## src/include/clkgen_pkg.sv

```systemverilog
package clkgen_pkg;

	// register field layout
	localparam int DIV_FIELD_LSB = 0;
	localparam int DIV_FIELD_MSB = 2;
	localparam int REDUCED_BIT_POS = 7;

	// reset values
	localparam logic [7:0] DIVIDER_RESET = 8'h04;
	localparam logic [7:0] OSC_MODE_RESET = 8'h00;

	// divider codes
	localparam logic [2:0] DIV_FULL = 3'h0;
	localparam logic [2:0] DIV_SLOWEST = 3'h4;

	// cycles of the old cpu clock per minimum instruction
	localparam logic [4:0] CLOCKS_PER_INSTR = 5'h02;

	// delay in instructions from the fastest setting; halves per step
	localparam logic [4:0] SWITCH_INSTR_FAST = 5'h10;

	// oscillator stabilisation, in main clock periods (2^17)
	localparam int STAB_PERIODS = 131072;

	// sequencer states, one-hot
	typedef enum logic [2:0] {
		ST_OSC_STOP = 3'h1,
		ST_STABILISE = 3'h2,
		ST_RUN = 3'h4
	} seq_state_t;

	// software access to the two control registers
	typedef struct packed {
		logic       div_we;
		logic       osc_we;
		logic [7:0] wdata;
	} reg_write_t;

	// all block state except the reset pin synchroniser
	typedef struct packed {
		seq_state_t  state;
		logic [17:0] stab_cnt;
		logic [7:0]  div_reg;
		logic [2:0]  active_sel;
		logic        switch_pend;
		logic [4:0]  instr_left;
		logic [4:0]  clk_in_instr;
		logic [3:0]  prescale;
		logic        osc_reduced;
		logic        osc_written;
		logic        osc_run;
		logic        cpu_reset;
		logic        cpu_en;
		logic        periph_en;
		logic        stop_ack;
		logic        halt_ack;
	} clkgen_state_t;

endpackage

```

## src/logic/cpu_clock_generator_control.sv

```systemverilog
`timescale 1ns/1ps
module cpu_clock_generator_control
(
	// clock and reset
	input  wire logic                 sys_clk,
	input  wire logic                 reset,
	// reset pin from outside, active low
	input  wire logic                 reset_pin_n,
	// register writes and standby requests from the cpu core
	input  wire clkgen_pkg::reg_write_t reg_wr,
	input  wire logic                 stop_req,
	input  wire logic                 halt_req,
	input  wire logic                 wake_req,
	// register read-back
	output logic [7:0]                div_rdata,
	output logic [7:0]                osc_rdata,
	// clock enables of the main clock, with prescaler, reset and status outputs
	output logic                      osc_running,
	output logic                      cpu_clk_en,
	output logic                      periph_clk_en,
	output logic [3:0]                periph_prescale,
	output logic                      cpu_reset_out,
	output logic                      reduced_current,
	output logic [2:0]                active_ratio,
	output logic                      switch_pending,
	output logic                      stop_active,
	output logic                      halt_active
);

	// two-stage synchroniser for the reset pin
	logic pin_meta_reg;
	logic pin_sync_reg;
	clkgen_pkg::clkgen_state_t st_reg;
	clkgen_pkg::clkgen_state_t st_next;

	// divide mask for code n: clock enable when low n bits of prescale all 1
	function automatic logic tick_for(input logic [2:0] sel,
		input logic [3:0] pre);
		logic [3:0] mask;
		mask = 4'hf >> (3'h4 - sel);
		tick_for = ((pre & mask) == mask);
	endfunction

	// delay in instructions for an old code
	function automatic logic [4:0] delay_for(input logic [2:0] sel);
		delay_for = clkgen_pkg::SWITCH_INSTR_FAST >> sel;
	endfunction

	// code is one of the five legal settings
	function automatic logic legal(input logic [2:0] sel);
		legal = (sel <= clkgen_pkg::DIV_SLOWEST);
	endfunction

	// reset pin synchroniser
	always_ff @(posedge sys_clk)
	begin
		pin_meta_reg <= reset_pin_n;
		pin_sync_reg <= pin_meta_reg;
	end

	// next-state logic
	always_comb
	begin
		logic tick;
		logic instr_end;
		tick = 1'b0;
		instr_end = 1'b0;
		st_next = st_reg;
		st_next.cpu_en = 1'b0;
		st_next.periph_en = 1'b0;

		// main clock prescaler runs only while oscillating
		if (st_reg.osc_run)
		begin
			st_next.prescale = st_reg.prescale + 4'h1;
			tick = tick_for(st_reg.active_sel, st_reg.prescale);
		end
		else
			st_next.prescale = 4'h0;

		unique case (st_reg.state)
			clkgen_pkg::ST_OSC_STOP:
			begin
				st_next.osc_run = 1'b0;
				st_next.cpu_reset = 1'b1;
				if (pin_sync_reg)
				begin
					st_next.state = clkgen_pkg::ST_STABILISE;
					st_next.osc_run = 1'b1;
					st_next.stab_cnt = 18'h0;
				end
			end
			clkgen_pkg::ST_STABILISE:
			begin
				st_next.stab_cnt = st_reg.stab_cnt + 18'h1;
				if (st_reg.stab_cnt ==
					18'(clkgen_pkg::STAB_PERIODS - 1))
				begin
					st_next.state = clkgen_pkg::ST_RUN;
					st_next.cpu_reset = 1'b0;
				end
			end
			clkgen_pkg::ST_RUN:
			begin
				// stop and halt standby, wake by request
				if (stop_req && !st_reg.halt_ack)
				begin
					st_next.stop_ack = 1'b1;
					st_next.osc_run = 1'b0;
				end
				else if (halt_req && !st_reg.stop_ack)
					st_next.halt_ack = 1'b1;
				if (wake_req && (st_reg.stop_ack || st_reg.halt_ack))
				begin
					st_next.stop_ack = 1'b0;
					st_next.halt_ack = 1'b0;
					st_next.osc_run = 1'b1;
				end
				if (tick && st_reg.osc_run)
				begin
					st_next.cpu_en = !st_reg.halt_ack;
					// peripherals follow the divided clock tick, not gated by halt
					st_next.periph_en = 1'b1;
					// count old-clock cycles into instructions
					if (st_reg.clk_in_instr ==
						clkgen_pkg::CLOCKS_PER_INSTR - 5'h1)
					begin
						st_next.clk_in_instr = 5'h0;
						instr_end = 1'b1;
					end
					else
						st_next.clk_in_instr =
							st_reg.clk_in_instr + 5'h1;
				end
				// pending switch applied at an instruction boundary
				if (st_reg.switch_pend && instr_end)
				begin
					if (st_reg.instr_left <= 5'h1)
					begin
						st_next.active_sel =
							st_reg.div_reg[2:0];
						st_next.switch_pend = 1'b0;
						st_next.prescale = 4'h0;
					end
					else
						st_next.instr_left =
							st_reg.instr_left - 5'h1;
				end
			end
			default:
				st_next.state = clkgen_pkg::ST_OSC_STOP;
		endcase

		// divider register write, prohibited codes dropped
		if (reg_wr.div_we && legal(reg_wr.wdata[2:0]))
		begin
			st_next.div_reg = {5'h0, reg_wr.wdata[2:0]};
			if (reg_wr.wdata[2:0] != st_reg.active_sel)
			begin
				st_next.switch_pend = 1'b1;
				st_next.instr_left =
					delay_for(st_reg.active_sel);
			end
			else
				st_next.switch_pend = 1'b0;
		end

		// oscillator mode register, first write only
		if (reg_wr.osc_we && !st_reg.osc_written)
		begin
			st_next.osc_written = 1'b1;
			st_next.osc_reduced =
				reg_wr.wdata[clkgen_pkg::REDUCED_BIT_POS];
		end

		// reset pin low forces the stopped state
		if (!pin_sync_reg)
		begin
			st_next.state = clkgen_pkg::ST_OSC_STOP;
			st_next.osc_run = 1'b0;
			st_next.cpu_reset = 1'b1;
			st_next.cpu_en = 1'b0;
			st_next.periph_en = 1'b0;
			st_next.div_reg = clkgen_pkg::DIVIDER_RESET;
			st_next.active_sel = clkgen_pkg::DIV_SLOWEST;
			st_next.switch_pend = 1'b0;
			st_next.stop_ack = 1'b0;
			st_next.halt_ack = 1'b0;
			st_next.clk_in_instr = 5'h0;
			// a pin reset re-arms the write-once mode register
			st_next.osc_written = 1'b0;
			st_next.osc_reduced =
				clkgen_pkg::OSC_MODE_RESET[clkgen_pkg::REDUCED_BIT_POS];
		end
	end

	// state register
	always_ff @(posedge sys_clk)
	begin
		if (reset)
		begin
			st_reg <= '0;
			st_reg.state <= clkgen_pkg::ST_OSC_STOP;
			st_reg.div_reg <= clkgen_pkg::DIVIDER_RESET;
			st_reg.active_sel <= clkgen_pkg::DIV_SLOWEST;
			st_reg.osc_reduced <= clkgen_pkg::OSC_MODE_RESET[7];
			st_reg.cpu_reset <= 1'b1;
		end
		else
			st_reg <= st_next;
	end

	// outputs straight from the state register
	assign div_rdata = st_reg.div_reg;
	assign osc_rdata = {st_reg.osc_reduced, 7'h0};
	assign osc_running = st_reg.osc_run;
	assign cpu_clk_en = st_reg.cpu_en;
	assign periph_clk_en = st_reg.periph_en;
	assign periph_prescale = st_reg.prescale;
	assign cpu_reset_out = st_reg.cpu_reset;
	assign reduced_current = st_reg.osc_reduced;
	assign active_ratio = st_reg.active_sel;
	assign switch_pending = st_reg.switch_pend;
	assign stop_active = st_reg.stop_ack;
	assign halt_active = st_reg.halt_ack;

endmodule

```

## config.mk

```make
export PLATFORM = sky130hd
export DESIGN_NAME = cpu_clock_generator_control
export DESIGN_NICKNAME = d
export VERILOG_FILES = /design/src/include/clkgen_pkg.sv /design/src/logic/cpu_clock_generator_control.sv
export SDC_FILE = /design/constraint.sdc
export NUM_CORES = 1
export LEC_CHECK = 0
export BUFFER_PORTS_ARGS = -buffer_cell sky130_fd_sc_hd__buf_2
export CAP_MARGIN = 10
export CELL_PAD_IN_SITES_DETAIL_PLACEMENT = 0
export CELL_PAD_IN_SITES_GLOBAL_PLACEMENT = 1
export CORE_UTILIZATION = 45
export DETAILED_ROUTE_END_ITERATION = 7
export PLACE_DENSITY_LB_ADDON = 0.1
export SLEW_MARGIN = 10
export SYNTH_ARGS = -nofsm -noshare
export SYNTH_HDL_FRONTEND = slang
export SYNTH_SLANG_ARGS = --single-unit
```

## constraint.sdc

```tcl
create_clock -name sys_clk -period 3.7 [get_ports sys_clk]
set_input_delay 0.185 -clock sys_clk [delete_from_list [all_inputs] [get_ports sys_clk]]
set_output_delay 0.185 -clock sys_clk [all_outputs]
set_load 0.05 [all_outputs]
```

==> impl_metrics.json, run 1 <==
{
  "core-area_mm2": 0.00592,
  "cts_tree": "built",
  "htreeDepth": 2,
  "cpPeakStageDelay_ns": 0.48,
  "grt_use_met2_pct": 30.7,
  "gp_congestion": 0.800,
  "clockBufferDepth": 2,
  "power.leakage_nw": 1.17,
  "crit_fanout": 7,
  "status": "complete, no violations",
  "die_y_um": 80.3,
  "cp_data_required_time_ns": 3.92,
  "grt_usage_pct": 17.7,
  "clk_latency_ns": 0.30,
  "start_kind": "flip-flop",
  "post_cts_buffers": 0,
  "skew_ns": 0.0118,
  "synthTopCellsByArea": "dfxtp_1 (38%), ha_1 (6.4%), buf_4 (6.3%)",
  "ys_warn_count": 0,
  "setup_violations": 0,
  "path_class": "reg -> reg",
  "max_clock_freq_mhz": 428,
  "tightestPinTransition_ns": 0.725,
  "ir_worst_vdd_mv": 0.188,
  "drt-initial-drc-count": 60,
  "grt_pass1_wl_um": 8880,
  "die_x_um": 80.3,
  "root_buffer": "clkbuf_8",
  "wl_per_cell_um": 13.1,
  "cts_sinks": 52,
  "slew_violations": 0,
  "via_count": 2165,
  "dpl.hpwl_um": 3910,
  "drc": 0,
  "synth-edff-count": 0,
  "num_rows": 28,
  "ys.flop_type": "dfxtp_1",
  "io_buffers": 30,
  "slowest_stage": "dfxtp_1",
  "maxSlewHeadroom_pct": 51.6,
  "rsz0062_at_grt": "no",
  "synth_top_area_share_pct": 37.7,
  "syn2layout_area_growth_pct": 6.03,
  "synth.largest_area_cell": "dfxtp_1",
  "io_pins": 47,
  "ant_nets": 0,
  "numCtsBuffers": 5,
  "start_util_pct": 46.6,
  "hold_class": "in -> reg",
  "power_density_mw_per_mm2": 348,
  "synth.ff_latch_count": 52,
  "first_pass_iters": 4,
  "grt_pass1_vias": 1924,
  "place_inst": 403,
  "endpoint_kind": "flip-flop",
  "stdcell_count": 412,
  "largest_reg_flops": 32,
  "async_reset_ff_share_pct": 0,
  "met3_usage_pct": 3.86,
  "dieArea_mm2": 0.00644,
  "fin_crit_sh_pct": 63.1,
  "cap_violations": 0,
  "finalHoldViolations": 0,
  "synth.cell_area_mm2": 0.00276,
  "overflow": 0,
  "p_total_mw": 1.02,
  "path_clk_slew_ns": 0.10,
  "drt_wl_total_um": 5380,
  "synth_cell_type_count": 58,
  "crit_chain": "inv_1 > ha_1 > nor2b_1 > o31ai_4 > nand4_4 > or4_1 > a311oi_1",
  "grt_max_degree": 27,
  "synth.most_common_cell": "dfxtp_1",
  "busiest_layer": "met2",
  "layout-drive-gt1-share_pct": 13.6,
  "fin_crit_ns": 2.33,
  "use_met1_pct": 21.7,
  "path_buf_inv": 1,
  "final.setup.tns_ns": 0,
  "grt_antenna_before_repair": 0,
  "ys_top_cells_by_count": "dfxtp_1 (52), nor2_1 (39), buf_4 (23)",
  "via_per_inst": 5.25,
  "cp_data_arrival_time_ns": 2.56,
  "synth_seq_area_share_pct": 37.7,
  "finalNetCount": 366,
  "path_delay_family": "simple AND/OR/NAND/NOR gates",
  "antennaDiodeCount": 0,
  "avgSynthCellArea_um2": 8.64,
  "syn_inst": 319
}
==> per-layer routing <==
metal	up-vias	wire [um]
met3	6	158
met5	-	0
met2	29	2540
li1	1138	-
met4	0	65
met1	992	2620
==> area by class of cell <==
cell class | instances | area [um2]
Inverter | 11 | 41.3
Multi-Input combinational cell | 234 | 1490
Clock buffer | 8 | 90.1
Sequential cell | 52 | 1040
Timing Repair Buffer | 32 | 168
Fill cell | 598 | 3000
Tap cell | 75 | 93.8
==> cells in the final DEF, fill, tap and decap left out, drive strengths merged, types with 7 or more instances in the layout <==
master,instances
or3,7
nand2,18
a21oi,19
clkbuf,8
o21ai,16
conb,12
nand3,15
buf,31
dfxtp,52
ha,14
nor2,39
inv,11
==> worst paths after layout <==
check                       start           end  slack (ns)  cells past startpoint
setup / recovery  active_ratio[0]    st_reg[21]        1.37                      7
hold / removal          reg_wr[8]     st_reg[6]        0.11                      3
setup reg to reg  active_ratio[0]    st_reg[21]        1.37                      7
hold reg to reg      pin_meta_reg  pin_sync_reg        0.34                      0
==> through the flow <==
stage	area, um2	util (%)	worst slack (ns)	hold slack [ns]
floorplan	2800	-	1.63	0.213
global placement	2820	47.7	1.43	0.287
detailed placement	2820	47.7	1.37	0.290
CTS	2920	49.4	1.35	0.0932
global route	2920	49.4	1.21	0.0912
finish	2920	49.4	1.37	0.108
==> where the power goes <==
part           internal, mW  total [mW]  switching (mW)  leakage, nW
Combinational        0.0271       0.104          0.0772        0.706
Sequential            0.569       0.579         0.00992        0.422
Clock                 0.153       0.335           0.182       0.0455
Total                 0.749        1.02           0.269         1.17
==> timing repair <==
item	CTS	global route
resized for setup	0	0
hold buffers	1	0
hold endpoints to repair	1	0
==> worst reg2reg max path: stages, from the launching register on <==
cell and delay, ns:
dfxtp_1 0.48, inv_1 0.12, ha_1 0.20, nor2b_1 0.15, o31ai_4 0.43, nand4_4 0.18, or4_1 0.43, a311oi_1 0.25
==> logic make-up after synthesis <==
family | count (synthesis) | synth area share (%)
AO/OA/AOI/OAI | 67 | 16.3
XOR/XNOR | 8 | 2.54
adder cells (fa/ha/maj) | 14 | 6.35
buffers and inverters | 44 | 9.71
flip-flops | 52 | 37.7
multiplexers | 8 | 2.99
other | 1 | 0.136
AND/OR/NAND/NOR | 125 | 24.2
Note: power is estimated with default switching activity, not from simulation.
==> run 2, diff against run 1 <==
- CORE_UTILIZATION: 45 -> 42
- clock period: 3.7 -> 2.24 ns (I/O delays scaled with it)
==> run 2 against run 1 <==
Clock-buffer cell count shrank 2. Power rose by 65%. Sequential power up 65%. Hold slack got worse by 0.079 ns. Via count is 3.6% higher. Non-clock buffer count rose by 9. Sequential cell count unchanged.
==> impl_metrics.json, run 2 (synthesized netlist as in run 1, its figures left out) <==
{
  "cp_data_required_time_ns": 2.46,
  "largest_reg_flops": 32,
  "final.setup.tns_ns": 0,
  "drt-initial-drc-count": 56,
  "numCtsBuffers": 5,
  "die_y_um": 83.0,
  "clk_latency_ns": 0.30,
  "io_pins": 47,
  "num_rows": 29,
  "drc": 0,
  "path_class": "reg -> reg",
  "slowest_stage": "or4_1",
  "max_clock_freq_mhz": 480,
  "fin_crit_sh_pct": 93.1,
  "drt_wl_total_um": 5520,
  "seqCellArea_mm2": 0.00104,
  "root_buffer": "clkbuf_8",
  "grt_pass1_vias": 2051,
  "rsz0062_at_grt": "no",
  "final_common_cell": "dfxtp_1",
  "cpMostUsedCell": "ha_1",
  "slew_violations": 0,
  "overflow": 0,
  "holdWs_ns": 0.0292,
  "hold_class": "in -> reg",
  "path_buf_inv": 2,
  "start_kind": "flip-flop",
  "stdcell_count": 423,
  "via_per_inst": 5.30,
  "io_buffers": 30,
  "crit_chain": "inv_1 > ha_1 > ha_1 > o31ai_4 > buf_4 > nand4_4 > or4_1 > a311oi_2",
  "cp.depth": 8,
  "start_util_pct": 43.4,
  "gp_congestion": 0.784,
  "status": "complete, no violations",
  "cts_sinks": 52,
  "cts_tree": "built",
  "wl_per_cell_um": 13.0,
  "crit_fanout": 7,
  "cp_data_arrival_time_ns": 2.31,
  "grt_usage_pct": 16.8,
  "setup_violations": 0,
  "die_x_um": 83.0,
  "syn2layout_area_growth_pct": 9.21,
  "fin_crit_ns": 2.08,
  "clockBufferDepth": 2,
  "endpoint_kind": "flip-flop",
  "fin_area_mm2": 0.00301,
  "ant_nets": 0,
  "n_fill_cell": 645,
  "path_clk_slew_ns": 0.09,
  "dpl.hpwl_um": 4080,
  "layout_common_cells": "dfxtp_1 (52), nor2_1 (39), buf_2 (30)",
  "place_inst": 413,
  "first_pass_iters": 4,
  "cap_violations": 0,
  "multi_input_area_mm2": 0.00151,
  "core-area_mm2": 0.00635,
  "min_from": "reg_wr[8]",
  "startpoint": "active_ratio[0]",
  "power.leakage_nw": 1.22,
  "cpPeakStageDelay_ns": 0.43,
  "grt_max_degree": 27,
  "htreeDepth": 2,
  "worstReg2RegStart": "active_ratio[0]",
  "grt_antenna_before_repair": 0,
  "power_density_mw_per_mm2": 559,
  "hold_path_depth": 3,
  "placed_cell_area_mm2": 0.00289,
  "skew_ns": 0.00720,
  "grt_pass1_wl_um": 9490,
  "finalNetCount": 375,
  "dieArea_mm2": 0.00689,
  "antennaDiodeCount": 0,
  "path_delay_family": "adder cells",
  "rr_worst_depth": 8,
  "via_count": 2242,
  "ir_worst_vdd_mv": 0.281,
  "layout-drive-gt1-share_pct": 16.8,
  "finalHoldViolations": 0
}
## run 2: cell count changes in the layout (fill, tap and decap cells not counted)
cell / before / now
a311oi_2: 0 / 1
buf_4: 1 / 10
nor4b_2: 1 / 0
nor4b_4: 0 / 1
a311oi_1: 3 / 2
clkinv_2: 0 / 2
clkbuf_1: 2 / 0
## run 2: metrics by stage
stage	util, %	power (mW)	setup WS (ns)
global placement	45.5	1.15	0.162
finish	47.4	1.68	0.155
detailed placement	45.5	1.15	0.137
floorplan	-	1.13	0.166
CTS	47.1	1.71	0.117
global route	47.4	1.77	0.0309
## run 2: timing repair
action,CTS,global route
resized for setup,0,2
endpoints found under the setup margin,0,1
endpoints found under the hold margin,1,0
setup buffers,0,1
hold buffers,1,0
## run 2: layout make-up
class / instances / share of cell area (%)
repair buffers: 41 / 7.81
inverters: 11 / 1.37
clock buffers: 6 / 2.74
clock inverters: 2 / 0.332
multi-input cells: 234 / 50.0
well taps: 77 / 3.20
flip-flops and latches: 52 / 34.6
## run 2: tightest hold or removal path, delay by kind of cell
kind	cells	cell delay, ns
AND/OR/NAND/NOR	2	0.09
buffers and inverters	1	0.09
## run 2: worst paths after layout
check                                     to  slack, ns
worst max-delay path              st_reg[21]       0.16
worst min register to register  pin_sync_reg       0.34
worst min-delay path               st_reg[6]       0.03
worst max register to register    st_reg[21]       0.16
## run 2: where the power goes
part | total [mW] | internal [mW] | leakage (nW) | switching [mW]
Clock | 0.550 | 0.247 | 0.0510 | 0.302
Combinational | 0.178 | 0.0493 | 0.752 | 0.129
Sequential | 0.956 | 0.939 | 0.422 | 0.0167
## run 2: metal layers
layer	vias to the layer above	part of all wire, %	track usage, %
met5	-	0	0
met1	1056	48	21.6
li1	1155	-	-
met3	4	2.9	3.48
met2	27	48	28.5
met4	0	0.78	4.70
==> run 3, diff against run 2 <==
- BUFFER_PORTS_ARGS: -buffer_cell sky130_fd_sc_hd__buf_2 -> -buffer_cell sky130_fd_sc_hd__buf_4
==> run 3 against run 2 <==
Clock skew hardly changed. First-iteration DRC count is 5.4% lower. Die area stayed put. Clock power is 0.9% higher. Hold slack worse by 0.011 ns. Sequential cell count stayed put. Clock-buffer cell count is 2 higher. Critical endpoint unchanged.
==> impl_metrics.json, run 3 (synthesized netlist as in run 1, its figures left out) <==
{
  "crit_chain": "inv_1 > ha_1 > ha_1 > o31ai_4 > buf_6 > nand4_4 > or4_1 > a311oi_2",
  "rrSetupSlack_ns": 0.15,
  "p_int_mw": 1.25,
  "setup_violations": 0,
  "finalNetCount": 376,
  "cts_sinks": 52,
  "num_rows": 29,
  "grt_pass1_vias": 2092,
  "path_class": "reg -> reg",
  "placed_cell_area_mm2": 0.00297,
  "overflow": 0,
  "final_common_cell": "dfxtp_1",
  "p_seq_share_pct": 56.3,
  "status": "complete, no violations",
  "power_frac_clock_pct": 32.7,
  "layout-drive-gt1-share_pct": 16.4,
  "grt_pass1_wl_um": 9740,
  "fin_crit_sh_pct": 93.3,
  "numCtsBuffers": 5,
  "cpPeakStageDelay_ns": 0.43,
  "first_pass_iters": 4,
  "p_sw_mw": 0.450,
  "drt-initial-drc-count": 53,
  "combPwrFrac_pct": 11.1,
  "io_pins": 47,
  "hold_path_depth": 3,
  "whs_endpoint": "st_reg[6]",
  "cp_data_required_time_ns": 2.46,
  "grt_antenna_before_repair": 0,
  "via_count": 2224,
  "ant_nets": 0,
  "holdWs_ns": 0.0178,
  "r2r-end": "st_reg[21]",
  "clockBufferDepth": 2,
  "postLayoutCoreUtil_pct": 48.7,
  "swShare_pct": 26.5,
  "dieArea_mm2": 0.00689,
  "dpl.hpwl_um": 4130,
  "final.setup.tns_ns": 0,
  "power.leakage_nw": 1.24,
  "rr_worst_depth": 8,
  "die_x_um": 83.0,
  "grt_max_degree": 27,
  "fin_crit_ns": 2.09,
  "power_density_mw_per_mm2": 549,
  "drt_wl_total_um": 5670,
  "max_clock_freq_mhz": 479,
  "start_kind": "flip-flop",
  "wl_per_cell_um": 13.4,
  "rsz0062_at_grt": "no",
  "endpoint_kind": "flip-flop",
  "core-area_mm2": 0.00635,
  "slew_violations": 0,
  "cts_tree": "built",
  "ir_worst_vdd_mv": 0.237,
  "drc": 0,
  "die_y_um": 83.0,
  "io_buffers": 30,
  "min_from": "reg_wr[8]",
  "cap_violations": 0,
  "slowest_stage": "or4_1",
  "largest_reg_flops": 32,
  "crit_fanout": 7,
  "htreeDepth": 2,
  "path_clk_slew_ns": 0.09,
  "antennaDiodeCount": 0,
  "multi_input_area_mm2": 0.00151,
  "cp_data_arrival_time_ns": 2.31,
  "clk_latency_ns": 0.31,
  "root_buffer": "clkbuf_8",
  "n_fill_cell": 627,
  "hold_class": "in -> reg",
  "via_per_inst": 5.25,
  "seqCellArea_mm2": 0.00104,
  "maxSlewHeadroom_pct": 65.4,
  "grt_usage_pct": 17.2,
  "cpMostUsedCell": "ha_1",
  "finalHoldViolations": 0,
  "fin_area_mm2": 0.00310,
  "layout_common_cells": "dfxtp_1 (52), buf_4 (40), nor2_1 (39)",
  "worstReg2RegStart": "active_ratio[0]",
  "syn2layout_area_growth_pct": 12.3,
  "gp_congestion": 0.769,
  "p_total_mw": 1.70,
  "skew_ns": 0.00675,
  "start_util_pct": 43.4,
  "tightestPinTransition_ns": 0.518
}
-- run 3: changes by cell type in the layout (fill, tap and decap cells not counted), sizes merged --
cell	delta
buf	+1
clkbuf	+2
clkinv	-2
-- run 3: timing repair --
action                     in CTS  in global routing
gates resized for setup         0                  3
hold buffers                    1                  0
setup endpoints to repair       0                  2
hold endpoints to repair        1                  0
buffers inserted                0                  1
-- run 3: worst max-delay path by stage --
stage                               start    endpoint
final                     active_ratio[0]  st_reg[21]
after CTS                 active_ratio[0]  st_reg[21]
after global routing      active_ratio[0]  st_reg[21]
after detailed placement  active_ratio[0]  st_reg[21]
after global placement    active_ratio[0]  st_reg[21]
after floorplan           active_ratio[0]  st_reg[21]
-- run 3: layer usage --
layer,vias to the layer above,GRT usage [%],part of all wire (%)
met4,0,5.17,1.2
met1,1036,21.4,49
li1,1155,-,-
met3,5,3.18,2.4
met2,28,30.0,48
met5,-,0,0
-- run 3: critical path, delay by kind of cell (launching register included) --
| kind | cells | cell delay [ns] |
|---|---|---|
| AND/OR/NAND/NOR | 2 | 0.54 |
| AO/OA/AOI/OAI | 2 | 0.30 |
| buffers and inverters | 2 | 0.25 |
| flip-flops | 1 | 0.37 |
| adder cells (fa/ha/maj) | 2 | 0.54 |
-- run 3: power groups by stage --
stage / combinational (mW) / sequential, mW / clock (mW)
2_1_floorplan: 0.145 / 0.981 / 0
3_3_place_gp: 0.185 / 0.978 / 0
3_5_place_dp: 0.185 / 0.978 / 0
4_1_cts: 0.188 / 0.956 / 0.583
5_1_grt: 0.204 / 0.959 / 0.618
6_report: 0.188 / 0.956 / 0.555
-- run 3: metrics by stage --
| stage | worst slack (ns) | cells |
|---|---|---|
| after floorplan | 0.166 | 330 |
| after global routing | 0.0329 | 424 |
| after CTS | 0.0593 | 423 |
| after global placement | 0.150 | 414 |
| after detailed placement | 0.0793 | 414 |
| final | 0.151 | 424 |
-- run 3: layout make-up --
cell class | instances | share of cell area, %
tap | 77 | 3.11
multi-input combinational | 234 | 48.6
inverter | 11 | 1.33
timing repair buffer | 42 | 10.4
clock buffer | 8 | 2.91
sequential | 52 | 33.6
